## src/usr_pkg.sv

```systemverilog
package usr_pkg;
  // Register offsets on the plain register port.
  localparam logic [7:0] REG_TX_STATUS_CTRL = 8'h98;
  localparam logic [7:0] REG_RX_STATUS_CTRL = 8'h18;
  localparam logic [7:0] REG_RX_BUFFER = 8'h1A;
  localparam logic [7:0] REG_BAUD_GEN = 8'h99;
  localparam logic [7:0] REG_IRQ_STATUS = 8'h0C;
  localparam logic [7:0] REG_IRQ_MASK = 8'h8C;

  // Transmit status and control fields.
  localparam int TX_CLK_SRC_BIT = 7;
  localparam int TX_NINE_SEL_BIT = 6;
  localparam int TX_ENABLE_BIT = 5;
  localparam int TX_SYNC_BIT = 4;
  localparam int TX_HIGH_BAUD_BIT = 2;
  localparam int TX_SHIFT_EMPTY_BIT = 1;
  localparam int TX_NINTH_BIT = 0;
  localparam logic [7:0] TX_WRITE_MASK = 8'hF5;

  // Receive status and control fields.
  localparam int RX_PORT_EN_BIT = 7;
  localparam int RX_NINE_SEL_BIT = 6;
  localparam int RX_SINGLE_BIT = 5;
  localparam int RX_CONT_BIT = 4;
  localparam int RX_FRAME_ERR_BIT = 2;
  localparam int RX_OVERRUN_BIT = 1;
  localparam int RX_NINTH_BIT = 0;

  // Interrupt status and mask fields.
  localparam int IRQ_RX_WORD_BIT = 0;
  localparam int IRQ_OVERRUN_BIT = 1;
  localparam int IRQ_FRAME_BIT = 2;
  localparam int IRQ_W = 3;

  // Values after reset.
  localparam logic [7:0] TX_CTRL_RST = 8'h00;
  localparam logic [7:0] RX_CTRL_RST = 8'h00;
  localparam logic [7:0] BAUD_RST = 8'h00;
  localparam logic [IRQ_W-1:0] IRQ_MASK_RST = 3'h0;

  // Oversampling and bit counts.
  localparam logic [3:0] OVS_MID = 4'h7;
  localparam logic [3:0] OVS_LAST = 4'hF;
  localparam logic [1:0] LOW_BAUD_PRESCALE_LAST = 2'h3;
  localparam logic [3:0] DATA_BITS_8 = 4'h8;
  localparam logic [3:0] DATA_BITS_9 = 4'h9;
  localparam int ENTRY_W = 10;

  typedef enum logic [1:0] {
    RX_IDLE = 2'b00,
    RX_START = 2'b01,
    RX_DATA = 2'b10,
    RX_STOP = 2'b11
  } usr_rx_state_t;

  typedef enum logic [1:0] {
    MODE_ASYNC = 2'b00,
    MODE_SYNC_MASTER = 2'b01,
    MODE_SYNC_SLAVE = 2'b10
  } usr_mode_t;
endpackage : usr_pkg

```

## src/usr_fifo_if.sv

```systemverilog
`timescale 1ns/100ps
interface usr_fifo_if #(
  parameter int W = 10
);
  logic push;
  logic pop;
  logic full;
  logic empty;
  logic [W-1:0] wdata;
  logic [W-1:0] head;

  modport user (output push, output pop, output wdata, input full, input empty, input head);
  modport store (input push, input pop, input wdata, output full, output empty, output head);
endinterface : usr_fifo_if

```

## src/usr_rx_fifo.sv

```systemverilog
`timescale 1ns/100ps
module usr_rx_fifo #(
  parameter int W = 10,
  parameter int DEPTH = 2
) (
  input wire logic clk_i,
  input wire logic rstn_i,
  usr_fifo_if.store fifo
);
  localparam int PW = (DEPTH > 1) ? $clog2(DEPTH) : 1;
  localparam int CW = $clog2(DEPTH + 1);

  logic [W-1:0] mem_ff [DEPTH];
  logic [PW-1:0] wr_ptr_ff;
  logic [PW-1:0] rd_ptr_ff;
  logic [CW-1:0] count_ff;
  logic do_push;
  logic do_pop;

  assign fifo.full = (count_ff == CW'(DEPTH));
  assign fifo.empty = (count_ff == '0);
  assign fifo.head = mem_ff[rd_ptr_ff];
  // A push into a full store is dropped; the owner flags it as an overrun.
  assign do_push = fifo.push && !fifo.full;
  assign do_pop = fifo.pop && !fifo.empty;

  always_ff @(posedge clk_i) begin
    if (do_push) begin
      mem_ff[wr_ptr_ff] <= fifo.wdata;
    end
  end

  always_ff @(posedge clk_i or negedge rstn_i) begin
    if (!rstn_i) begin
      wr_ptr_ff <= '0;
      rd_ptr_ff <= '0;
      count_ff <= '0;
    end else begin
      if (do_push) begin
        wr_ptr_ff <= (wr_ptr_ff == PW'(DEPTH - 1)) ? '0 : wr_ptr_ff + 1'b1;
      end
      if (do_pop) begin
        rd_ptr_ff <= (rd_ptr_ff == PW'(DEPTH - 1)) ? '0 : rd_ptr_ff + 1'b1;
      end
      if (do_push && !do_pop) begin
        count_ff <= count_ff + 1'b1;
      end else if (do_pop && !do_push) begin
        count_ff <= count_ff - 1'b1;
      end
    end
  end
endmodule : usr_rx_fifo

```

## src/usr_uart_top.sv

```systemverilog
`timescale 1ns/100ps
// Overview of operation
// - Async, sync master and sync slave modes.
// - Nine-bit select; low control bit is ninth.
// - Recovery at sixteen times baud; shifter per bit.
// - Async reception only while continuous enable set.
// - After stop bit, move word into FIFO.
// - Transfer sets full flag; interrupt needs enable.
// - Full flag read-only, clears when buffer empty.
// - Two-entry FIFO; third byte may shift in.
// - Full at third stop bit: overrun, drop word.
// - Overrun cleared only by receive enable toggle.
// - Overrun blocks every transfer into FIFO.
// - Stop bit sampled low sets framing error.
// - Framing error and ninth bit stored per entry.
module usr_uart_top #(
  parameter int FIFO_DEPTH = 2
) (
  input wire logic clk_i,
  input wire logic rstn_i,
  input wire logic [7:0] addr_i,
  input wire logic [7:0] wdata_i,
  input wire logic wr_i,
  input wire logic rd_i,
  output logic [7:0] rdata_o,
  input wire logic [1:0] port_b_direction_i,
  input wire logic receive_data_pin_i,
  input wire logic transmit_clock_pin_i,
  output logic transmit_clock_pin_o,
  output logic transmit_clock_pin_oe_o,
  output logic [1:0] mode_o,
  output logic transmit_enable_o,
  output logic nine_bit_tx_select_o,
  output logic ninth_tx_bit_o,
  output logic receive_full_flag_o,
  output logic irq_o
);
  usr_fifo_if #(.W(usr_pkg::ENTRY_W)) rxq ();

  usr_rx_fifo #(.W(usr_pkg::ENTRY_W), .DEPTH(FIFO_DEPTH)) u_rx_fifo (
    .clk_i(clk_i),
    .rstn_i(rstn_i),
    .fifo(rxq.store)
  );

  // Short local names for the receiver states keep the state machine readable.
  localparam usr_pkg::usr_rx_state_t RX_IDLE = usr_pkg::RX_IDLE;
  localparam usr_pkg::usr_rx_state_t RX_START = usr_pkg::RX_START;
  localparam usr_pkg::usr_rx_state_t RX_DATA = usr_pkg::RX_DATA;
  localparam usr_pkg::usr_rx_state_t RX_STOP = usr_pkg::RX_STOP;

  logic [7:0] tx_ctrl_ff;
  logic [7:0] rx_ctrl_ff;
  logic [7:0] baud_ff;
  logic [usr_pkg::IRQ_W-1:0] irq_stat_ff;
  logic [usr_pkg::IRQ_W-1:0] irq_mask_ff;
  logic [7:0] rdata_ff;
  logic [7:0] brg_cnt_ff;
  logic [1:0] prescale_ff;
  logic sclk_ff;
  logic rx_prev_ff;
  logic overrun_ff;
  usr_pkg::usr_rx_state_t state_ff;
  logic [3:0] ovs_ff;
  logic [3:0] bits_ff;
  logic [8:0] shift_ff;

  logic wr_tx;
  logic wr_rx;
  logic rd_buf;
  logic port_on;
  logic sync_mode;
  logic clk_master;
  logic rx_nine;
  logic rx_active;
  logic brg_tick;
  logic samp_tick;
  logic stop_done;
  logic word_push;
  logic [usr_pkg::IRQ_W-1:0] irq_event;
  logic [usr_pkg::IRQ_W-1:0] irq_clear;
  logic [7:0] rx_status;
  logic [7:0] nxt_rdata;
  usr_pkg::usr_mode_t mode;

  assign wr_tx = wr_i && (addr_i == usr_pkg::REG_TX_STATUS_CTRL);
  assign wr_rx = wr_i && (addr_i == usr_pkg::REG_RX_STATUS_CTRL);
  assign rd_buf = rd_i && (addr_i == usr_pkg::REG_RX_BUFFER);
  // The pins only belong to the port once enable and both directions are set.
  assign port_on = rx_ctrl_ff[usr_pkg::RX_PORT_EN_BIT] && (&port_b_direction_i);
  assign sync_mode = tx_ctrl_ff[usr_pkg::TX_SYNC_BIT];
  assign clk_master = tx_ctrl_ff[usr_pkg::TX_CLK_SRC_BIT];
  assign rx_nine = rx_ctrl_ff[usr_pkg::RX_NINE_SEL_BIT];

  always_comb begin
    if (!sync_mode) begin
      mode = usr_pkg::MODE_ASYNC;
    end else if (clk_master) begin
      mode = usr_pkg::MODE_SYNC_MASTER;
    end else begin
      mode = usr_pkg::MODE_SYNC_SLAVE;
    end
  end

  assign mode_o = mode;
  assign transmit_enable_o = tx_ctrl_ff[usr_pkg::TX_ENABLE_BIT];
  assign nine_bit_tx_select_o = tx_ctrl_ff[usr_pkg::TX_NINE_SEL_BIT];
  assign ninth_tx_bit_o = tx_ctrl_ff[usr_pkg::TX_NINTH_BIT];

  // Sync master drives the bit clock; slave leaves the pin to the far end.
  always_comb begin
    transmit_clock_pin_o = 1'b1;
    transmit_clock_pin_oe_o = 1'b0;
    unique case (mode)
      usr_pkg::MODE_ASYNC: begin
        transmit_clock_pin_oe_o = port_on && transmit_enable_o;
      end
      usr_pkg::MODE_SYNC_MASTER: begin
        transmit_clock_pin_o = sclk_ff;
        transmit_clock_pin_oe_o = port_on;
      end
      usr_pkg::MODE_SYNC_SLAVE: begin
        transmit_clock_pin_oe_o = 1'b0;
      end
      default: begin
        transmit_clock_pin_oe_o = 1'b0;
      end
    endcase
  end

  always_ff @(posedge clk_i or negedge rstn_i) begin
    if (!rstn_i) begin
      tx_ctrl_ff <= usr_pkg::TX_CTRL_RST;
      rx_ctrl_ff <= usr_pkg::RX_CTRL_RST;
      baud_ff <= usr_pkg::BAUD_RST;
      irq_mask_ff <= usr_pkg::IRQ_MASK_RST;
    end else if (wr_i) begin
      if (wr_tx) begin
        tx_ctrl_ff <= wdata_i & usr_pkg::TX_WRITE_MASK;
      end
      if (wr_rx) begin
        rx_ctrl_ff <= {wdata_i[7:4], 4'h0};
      end
      if (addr_i == usr_pkg::REG_BAUD_GEN) begin
        baud_ff <= wdata_i;
      end
      if (addr_i == usr_pkg::REG_IRQ_MASK) begin
        irq_mask_ff <= wdata_i[usr_pkg::IRQ_W-1:0];
      end
    end
  end

  // Baud generator: one tick per reload; low speed divides by four more.
  assign brg_tick = (brg_cnt_ff == 8'h00);
  assign samp_tick = brg_tick && (tx_ctrl_ff[usr_pkg::TX_HIGH_BAUD_BIT]
                     || prescale_ff == usr_pkg::LOW_BAUD_PRESCALE_LAST);

  always_ff @(posedge clk_i or negedge rstn_i) begin
    if (!rstn_i) begin
      brg_cnt_ff <= usr_pkg::BAUD_RST;
      prescale_ff <= 2'h0;
      sclk_ff <= 1'b1;
    end else begin
      brg_cnt_ff <= brg_tick ? baud_ff : brg_cnt_ff - 1'b1;
      if (brg_tick) begin
        prescale_ff <= prescale_ff + 1'b1;
      end
      if (brg_tick && mode == usr_pkg::MODE_SYNC_MASTER) begin
        sclk_ff <= ~sclk_ff;
      end
    end
  end

  // Dropping continuous enable is the receive logic reset.
  assign rx_active = port_on && !sync_mode && rx_ctrl_ff[usr_pkg::RX_CONT_BIT];
  assign stop_done = (state_ff == RX_STOP) && samp_tick && (ovs_ff == usr_pkg::OVS_LAST);
  assign word_push = stop_done && !rxq.full && !overrun_ff;

  always_ff @(posedge clk_i or negedge rstn_i) begin
    if (!rstn_i) begin
      rx_prev_ff <= 1'b1;
    end else begin
      rx_prev_ff <= receive_data_pin_i;
    end
  end

  always_ff @(posedge clk_i or negedge rstn_i) begin
    if (!rstn_i) begin
      state_ff <= RX_IDLE;
      ovs_ff <= 4'h0;
      bits_ff <= 4'h0;
      shift_ff <= 9'h000;
    end else if (!rx_active) begin
      state_ff <= RX_IDLE;
      ovs_ff <= 4'h0;
    end else begin
      unique case (state_ff)
        RX_IDLE: begin
          if (rx_prev_ff && !receive_data_pin_i) begin
            state_ff <= RX_START;
            ovs_ff <= 4'h0;
          end
        end
        RX_START: begin
          if (samp_tick) begin
            ovs_ff <= ovs_ff + 1'b1;
            if (ovs_ff == usr_pkg::OVS_MID) begin
              ovs_ff <= 4'h0;
              bits_ff <= 4'h0;
              // A glitch shorter than half a bit is not a start bit.
              state_ff <= receive_data_pin_i ? RX_IDLE : RX_DATA;
            end
          end
        end
        RX_DATA: begin
          if (samp_tick) begin
            ovs_ff <= ovs_ff + 1'b1;
            if (ovs_ff == usr_pkg::OVS_LAST) begin
              shift_ff <= {receive_data_pin_i, shift_ff[8:1]};
              bits_ff <= bits_ff + 1'b1;
              if (bits_ff + 1'b1 == (rx_nine ? usr_pkg::DATA_BITS_9 : usr_pkg::DATA_BITS_8)) begin
                state_ff <= RX_STOP;
              end
            end
          end
        end
        RX_STOP: begin
          if (samp_tick) begin
            ovs_ff <= ovs_ff + 1'b1;
            if (ovs_ff == usr_pkg::OVS_LAST) begin
              state_ff <= RX_IDLE;
            end
          end
        end
      endcase
    end
  end

  // Overrun is set only by a stop bit meeting a full FIFO.
  always_ff @(posedge clk_i or negedge rstn_i) begin
    if (!rstn_i) begin
      overrun_ff <= 1'b0;
    end else if (!rx_ctrl_ff[usr_pkg::RX_CONT_BIT]) begin
      overrun_ff <= 1'b0;
    end else if (stop_done && rxq.full) begin
      overrun_ff <= 1'b1;
    end
  end

  // Entry layout: framing error, ninth bit, data byte.
  assign rxq.push = word_push;
  assign rxq.wdata = {!receive_data_pin_i,
                      rx_nine ? shift_ff[8] : 1'b0,
                      rx_nine ? shift_ff[7:0] : shift_ff[8:1]};
  assign rxq.pop = rd_buf && !rxq.empty;
  assign receive_full_flag_o = !rxq.empty;

  // Status shows the head entry, so it must be read before the buffer.
  assign rx_status = {rx_ctrl_ff[7:4], 1'b0,
                      rxq.head[9] && !rxq.empty,
                      overrun_ff,
                      rxq.head[8] && !rxq.empty};

  assign irq_event = {stop_done && receive_data_pin_i == 1'b0 && word_push,
                      stop_done && rxq.full && !overrun_ff,
                      word_push};
  assign irq_clear = (wr_i && addr_i == usr_pkg::REG_IRQ_STATUS)
                     ? wdata_i[usr_pkg::IRQ_W-1:0] : 3'h0;

  always_ff @(posedge clk_i or negedge rstn_i) begin
    if (!rstn_i) begin
      irq_stat_ff <= 3'h0;
    end else begin
      irq_stat_ff <= (irq_stat_ff & ~irq_clear) | irq_event;
    end
  end

  assign irq_o = |(irq_stat_ff & irq_mask_ff);

  always_comb begin
    nxt_rdata = 8'h00;
    if (rd_i) begin
      unique case (addr_i)
        usr_pkg::REG_TX_STATUS_CTRL: begin
          // No transmit data path here, so the shifter always reads empty.
          nxt_rdata = tx_ctrl_ff | (8'h01 << usr_pkg::TX_SHIFT_EMPTY_BIT);
        end
        usr_pkg::REG_RX_STATUS_CTRL: nxt_rdata = rx_status;
        usr_pkg::REG_RX_BUFFER: nxt_rdata = rxq.empty ? 8'h00 : rxq.head[7:0];
        usr_pkg::REG_BAUD_GEN: nxt_rdata = baud_ff;
        usr_pkg::REG_IRQ_STATUS: nxt_rdata = {5'h00, irq_stat_ff};
        usr_pkg::REG_IRQ_MASK: nxt_rdata = {5'h00, irq_mask_ff};
        default: nxt_rdata = 8'h00;
      endcase
    end
  end

  always_ff @(posedge clk_i or negedge rstn_i) begin
    if (!rstn_i) begin
      rdata_ff <= 8'h00;
    end else begin
      rdata_ff <= nxt_rdata;
    end
  end

  assign rdata_o = rdata_ff;
endmodule : usr_uart_top

```

## config.mk

```make
export PLATFORM = sky130hd
export DESIGN_NAME = usr_uart_top
export DESIGN_NICKNAME = d
export VERILOG_FILES = /design/src/usr_pkg.sv /design/src/usr_fifo_if.sv /design/src/usr_rx_fifo.sv /design/src/usr_uart_top.sv
export SDC_FILE = /design/constraint.sdc
export NUM_CORES = 1
export LEC_CHECK = 0
export BUFFER_PORTS_ARGS = -buffer_cell sky130_fd_sc_hd__buf_2
export CORE_MARGIN = 4
export CORE_UTILIZATION = 59
export DETAILED_ROUTE_END_ITERATION = 12
export GPL_TIMING_DRIVEN = 1
export PLACE_DENSITY = 0.79
export SKIP_LAST_GASP = 1
export SYNTH_ARGS = -nofsm -noshare
export SYNTH_HDL_FRONTEND = slang
export SYNTH_SLANG_ARGS = --single-unit
```

## constraint.sdc

```tcl
create_clock -name clk_i -period 3.9 [get_ports clk_i]
set_clock_uncertainty 0.2 [all_clocks]
set_input_delay 0.195 -clock clk_i [delete_from_list [all_inputs] [get_ports clk_i]]
set_output_delay 0.195 -clock clk_i [all_outputs]
set_load 0.02 [all_outputs]
```

==> impl_results.md, run 1 <==
* TritonRoute pass-1 iters at 6
* Clock Path Buffers at 2
* WS Path Type: flop to flop
* Gate Count Post-Synth at about 370
* Post-CTS Setup Bufs at 0
* Tcrit/Tclk final at 81.26%
* Antenna violations before repair at 0
* Finished Layout Cells at between 500 and 600
* CTS Hold Buffers Added at 11
* Clk pin slew, worst setup/hold paths at approximately 0.09 ns
* Top cells by count, synth: dfrtp_1 (66), mux2_2 (45), nor2_1 (24)
* Synth Register Bits at 88
* CTS tree: built
* # setup viols final at 0
* WP data required at around 3.7 ns
* Sw Pwr at ~0.00052 W
* Sequential fraction of design power at approximately 55%
* Synth Flop Type: dfrtp_1
* Sum of negative setup slack at 0 ns
* Post-Syn Nets at slightly below 400
* Startpoint Class: flop
* N_diodes at 0
* Gpl congestion at 0.8456
* Chip width at 93.31 um
* CTS-repair resized insts at 0
* Max-slew violations at 0
* CP arrival at 2.96 ns
* Clock sinks at 88
* Worst slew pin tran at around 0.9 ns
* Cell count after placement at roughly 490
* H-tree depth at 3
* Vias in the first global route at ~3100
* Max cap viols at 0
* Synthesized area per cell at ~12 um^2
* PortBufs at 39
* Vias after detailed routing at approximately 3100
* Global-route wire length before repair at between 15 and 20 mm
* Total CTS buffers at 9
* Synthesis warning total at 0
* Final Hold Viols at 0
* Antenna Violating Nets Remaining at 0
* Setup WS post-layout at 0.7308 ns
* Synth cell types at 58
* Post-Route WL at about 9.3 mm
* Chip height at ~93 um
* Largest net degree at the start of global routing at 41
* Fin crit period at 3.169 ns
* Number of synthesized flops with an enable pin at 20
* WL per Instance at approximately 18 um
* Post-Place Worst Slack at between 0.7 and 0.8 ns
* Outcome: completed
* CP Capture Type: flop
* Ys async rst share at roughly 77%
* Residual DRC count at 0
* Net Sw Frac at ~27%
* Pleak at between 2 and 2.5 nW
* Synth area leaders: dfrtp_1 (38%), edfxtp_1 (14%), mux2_2 (12%), nor2_1 (2.1%), nand2_1 (1.7%)
* HPWL Detailed at roughly 6.6 mm
* Yosys top cell by area: dfrtp_1
* Top-count cell post-synth: dfrtp_1
* Initial core utilization at between 60% and 70%
* Max-slew headroom at slightly above 40%
* RSZ-0062 raised after global routing: false
* GRT Util Overall at 22.78%
* Share of layout cells above drive strength 1 at between 20% and 30%
* Root Driver: clkbuf_8
* Crit-path max FO at 14
* Yosys top cell area share at between 30% and 40%
* First DRT Iteration DRCs at roughly 210
* Area Growth Syn to Fin at 13.78%
* Register area share after synthesis at about 54%
* Final net count at roughly 440
* Int Power at roughly 0.0014 W
* Via/cell ratio at between 6 and 7
* Fmax at 0.3155 GHz
* Core ar. at about 6900 um^2
* Logic pwr share at 12.4%
* Fill cells at about 480
* PwrDens at roughly 400 nW/um^2
* Clock network power share at between 30% and 40%
* Congestion Overflow GR at 0
* Die ar. at slightly below 9000 um^2
* Worst Hold Class: input port to flop
* # rows at 30
* Io pins at 41
* Mapped Area at 4294 um^2
* Skew-Pair Late Insertion Delay at ~0.36 ns
* VDD IR-drop max at a little under 0.0002 V
==> layout make-up <==
type                       count  area, um^2  share of cell area (%)
clock inverter                 6       65.06                   1.332
timing repair buffer          53       327.8                   6.709
sequential                    88        2305                   47.17
inverter                      10       37.54                  0.7682
multi-input combinational    250        1893                   38.75
clock buffer                  10       137.6                   2.817
tap                           96       120.1                   2.458
==> final timing paths <==
path,from,endpoint,slack (ns),cells after the start
worst max-delay path,brg_cnt_ff[0],u_rx_fifo.mem_ff[1][9],0.73,6
worst min-delay path,addr_i[2],rdata_o[4],0.13,4
worst max register to register,brg_cnt_ff[0],u_rx_fifo.mem_ff[1][9],0.73,6
worst min register to register,u_rx_fifo.count_ff[1],u_rx_fifo.count_ff[1],0.29,1
max in group asynchronous,rstn_i,rx_prev_ff,2.27,3
min in group asynchronous,rstn_i,rdata_o[1],0.30,2
==> metrics by stage <==
step / area [um^2] / hold WS (ns) / total power [W] / utilization (%)
floorplan: 4294 / -0.3006 / 0.001234 / -
global placement: 4573 / 0.1516 / 0.001301 / 65.86
detailed placement: 4573 / 0.1558 / 0.001310 / 65.86
CTS: 4886 / 0.1062 / 0.001961 / 70.36
global route: 4886 / 0.1248 / 0.002050 / 70.36
finish: 4886 / 0.1324 / 0.001950 / 70.36
==> placed cells by master (no fill, tap or decap), drive strengths merged, types with 5 or more instances in the layout <==
master and instances:
dfrtp 66, mux2 45, buf 42, nor2 24, edfxtp 20, nand2 19
o21ai 14, a21oi 13, nand3 12, inv 12, dlygate4sd3 11, clkbuf 10
nor2b 9, nand4 9, xnor2 8, nand2b 6, mux2i 6, nor3 6
and2 6, nor3b 6, o211ai 5, ha 5
==> state kept, by name (all words and copies together) (netlist names), 3 cells and up <==
name / count
u_rx_fifo.mem_ff: 20
shift_ff: 9
baud_ff: 8
brg_cnt_ff: 8
rdata_o: 8
tx_ctrl_ff: 6
bits_ff: 4
ovs_ff: 4
rx_ctrl_ff: 4
irq_mask_ff: 3
irq_stat_ff: 3
==> kinds of logic (layout without fill, tap and decap cells) <==
logic type	Yosys count	in the layout	synth area share, %
flops	88	88	53.67
simple gates	121	121	16.23
compound gates	59	59	9.557
mux	53	53	14.25
fa+ha+maj	5	5	1.457
buf+inv	27	79	2.389
xor+xnor	12	12	2.448
==> per-layer routing <==
layer / share of wire (%) / GRT usage [%] / vias to the layer above
li1: - / - / 1451
met1: 43 / 29.84 / 1529
met2: 49 / 36.45 / 119
met3: 4.9 / 5.229 / 23
met4: 3.0 / 9.646 / 0
met5: 0 / 0 / -
==> power by group through the flow <==
stage	registers (W)	clock network, W	logic (W)
final	0.00107	0.000643	0.000241
after global routing	0.00107	0.000698	0.000278
after CTS	0.00106	0.000657	0.000241
after detailed placement	0.00108	0	0.000230
after global placement	0.00108	0	0.000224
after floorplan	0.00107	0	0.000168
==> worst max-delay path: stages, from the launching register on <==
cell	delay, ns
dfrtp_1	0.42
inv_1	0.07
ha_1	0.19
or4b_1	0.63
or2_2	0.50
nor3_1	0.31
and2_1	0.48
Note: power is estimated with default switching activity, not from simulation.
==> inputs of run 2 (changes only) <==
ABC_AREA = 1   (was not set)
clock period = 3.1 ns   (was 3.9 ns; I/O delays follow)
==> run 2 against run 1 <==
Register-to-register slack worse by 0.15 ns. Sequential share of layout area decreased by 0.30 points. Clock power is 19% higher. Via count increased by 14%. Fmax is 26% higher. Combinational power rose by 6%. Synthesized area up 0.58%. Cell count increased by 32%.
==> impl_results.md, run 2 <==
* Congestion Overflow GR at 0 (unchanged)
* Yosys top cell by area: dfrtp_1
* PwrDens at 472.1 nW/um^2 (+18%)
* Synthesized area per cell at 8.370 um^2 (-29%)
* Max reg flops at 20 (unchanged)
* Core ar. at 6944 um^2 (unchanged)
* Post-layout util at 70.81% (+0.45 points)
* Buf/Inv on CP at 2 (+1)
* CTS-repair resized insts at 0 (unchanged)
* Sum of negative setup slack at 0 ns (unchanged)
* Reg with most FFs: u_rx_fifo.mem_ff
* CP arrival at 2.30 ns (-0.66 ns)
* Area after DPL at 4618 um^2 (+0.98%)
* Gpl congestion at 0.9263 (+9.5%)
* WS Path Type: flop to flop
* Clock Path Buffers at 2 (unchanged)
* N_diodes at 0 (unchanged)
* Simple-gate share of the synthesized area at 23.96% (+7.7 points)
* Largest family of logic cells by synthesized area: simple AND/OR/NAND/NOR gates
* Die ar. at 8753 um^2 (+0.54%)
* Chip width at 93.56 um (+0.27%)
* Top delay family on crit path: simple AND/OR/NAND/NOR gates
* CTS Hold Buffers Added at 11 (unchanged)
* Ys async rst share at 77.27% (unchanged)
* GRT Util Overall at 22.29% (-0.49 points)
* Via/cell ratio at 5.276 (-13%)
* Post-CTS Setup Bufs at 0 (unchanged)
* Number of synthesized flops with an enable pin at 20 (unchanged)
* Total power at 0.002322 W (+19%)
* Post-Place Worst Slack at 0.6201 ns (-0.1226 ns)
* Synth area leaders: dfrtp_1 (38%), edfxtp_1 (14%), nand2_1 (11%), o21ai_0 (6.5%), inv_1 (6.3%)
* WL per Instance at 13.46 um (-26%)
* HPWL Detailed at 6.757 mm (+2.5%)
* Gate Count Post-Synth at 516 (+41%)
* First DRT Iteration DRCs at 260 (+26%)
* Synth Register Bits at 88 (unchanged)
* VDD IR-drop max at 0.0002476 V (+28%)
* Top-count cell post-synth: nand2_1
* Global-route wire length before repair at 15.27 mm (-0.32%)
* Synthesis warning total at 0 (unchanged)
* Mapped Area at 4319 um^2 (+0.58%)
* Fmax at 0.3962 GHz (+26%)
* Synth cell types at 30 (-48%)
* Area Growth Syn to Fin at 13.85% (about the same)
* # rows at 30 (unchanged)
* Max cap viols at 0 (unchanged)
* Vias after detailed routing at 3561 (+14%)
* CTS tree: built
* Synth Area in Compound Gates at 11.94% (+2.4 points)
* # setup viols final at 0 (unchanged)
* WP data required at 2.88 ns (-0.82 ns)
* Yosys top cell area share at 38.24% (-0.22 points)
* Multiplexer share of the synthesized area at 0% (-14 points)
* Largest net degree at the start of global routing at 33 (-20%)
* RSZ-0062 raised after global routing: false
* Adder-cell share of the synthesized area at 1.448% (-0.0084 points)
* Synth Flop Type: dfrtp_1
* Crit-path max FO at 11 (-3)
* Final net count at 603 (+37%)
* Tcrit/Tclk final at 81.42% (+0.16 points)
* Post-Route WL at 9.088 mm (-2.0%)
* Seq. cell area at 2305 um^2 (unchanged)
* PortBufs at 39 (unchanged)
* Initial core utilization at 62.20% (+0.36 points)
* CP cell instances: inv_1 > ha_1 > nand3_1 > nor2_1 > nand4_1 > nor2_2 > inv_1 > nor2_2
* Share of layout cells above drive strength 1 at 15.20% (-14 points)
* Residual DRC count at 0 (unchanged)
* TritonRoute pass-1 iters at 5 (-1)
* Skew-Pair Late Insertion Delay at 0.35 ns (about the same)
* Max stage delay on crit path at 0.44 ns (-0.19 ns)
* Max-slew violations at 0 (unchanged)
* Clk pin slew, worst setup/hold paths at 0.09 ns (about the same)
* Register area share after synthesis at 53.36% (-0.31 points)
* Largest regs: u_rx_fifo.mem_ff: 20 flops, shift_ff: 9 flops
* Fill cells at 532 (+11%)
* Final instance area at 4917 um^2 (+0.64%)
* Max-slew headroom at 50.81% (+9.5 points)
* Chip height at 93.56 um (+0.27%)
* Post-Syn Nets at 545 (+38%)
* Fin crit period at 2.524 ns (-0.6452 ns)
* XOR/XNOR share of the synthesized area at 1.622% (-0.83 points)
* Outcome: completed
* Vias in the first global route at 3324 (+6.2%)
* H-tree depth at 3 (unchanged)
* Final Hold Viols at 0 (unchanged)
* Root Driver: clkbuf_8
* Antenna violations before repair at 0 (unchanged)
* Crit-path slowest cell: nor2_2
* Total CTS buffers at 9 (unchanged)
* Worst Hold Class: input port to flop
* Worst slew pin tran at 0.7379 ns (-0.1422 ns)
* Startpoint Class: flop
* Most frequent cells in the layout: nand2_1 (132), inv_1 (73), dfrtp_1 (66)
* Area of the multi-input gates at 1683 um^2 (-11%)
* Io pins at 41 (unchanged)
* Setup WS post-layout at 0.5760 ns (-0.1548 ns)
* Top cells by count, synth: nand2_1 (132), inv_1 (73), dfrtp_1 (66)
* Most common library cell in the layout ignoring fill and taps: nand2_1
* Antenna Violating Nets Remaining at 0 (unchanged)
* CP Capture Type: flop
* Pleak at 2.326 nW (+12%)
* Clock sinks at 88 (unchanged)
-- run 2: final timing paths --
kind	startpoint	to	slack, ns	cells past startpoint
setup / recovery	brg_cnt_ff[0]	u_rx_fifo.mem_ff[1][6]	0.58	8
hold / removal	wr_i	irq_stat_ff[0]	0.03	4
setup reg to reg	brg_cnt_ff[0]	u_rx_fifo.mem_ff[1][6]	0.58	8
hold reg to reg	overrun_ff	irq_stat_ff[1]	0.27	1
max in group asynchronous	rstn_i	sclk_ff	1.70	3
min in group asynchronous	rstn_i	irq_mask_ff[0]	0.19	2
-- run 2: cell type report --
cell class	instances	area share, %
timing repair buffer	55	6.972
clock inverter	5	1.170
sequential	88	46.87
clock buffer	11	2.672
inverter	74	5.649
multi-input combinational	346	34.22
tap	96	2.443
-- run 2: power breakdown --
group	internal [W]	switching, W
clock network	0.000373	0.000389
logic	0.0000933	0.000162
registers	0.00125	0.0000584
-- run 2: worst min-delay path, stage by stage --
cell and delay [ns]:
buf_2 0.12, nand3_1 0.10, o21ai_0 0.09, nand2_1 0.07
-- run 2: cell families after synthesis --
kind of cell | Yosys count
adder cells (fa/ha/maj) | 5
buffers and inverters | 82
AND/OR/NAND/NOR | 239
XOR/XNOR | 8
AO/OA/AOI/OAI | 94
flip-flops | 88
-- run 2: per-stage QoR --
stage / hold WS [ns] / std cells
final: 0.02510 / 675
after global routing: 0.05334 / 675
after CTS: 0.02379 / 675
after detailed placement: 0.06455 / 648
after global placement: 0.07114 / 648
after floorplan: -0.3406 / 516
-- run 2: metal layers --
metal  part of all wire, %  vias to the layer above  GRT usage (%)
met5                     0                        -              0
met4                   1.2                        0          6.498
li1                      -                     1773              -
met2                    48                      105          36.93
met3                   5.3                       12          4.425
met1                    45                     1671          29.87
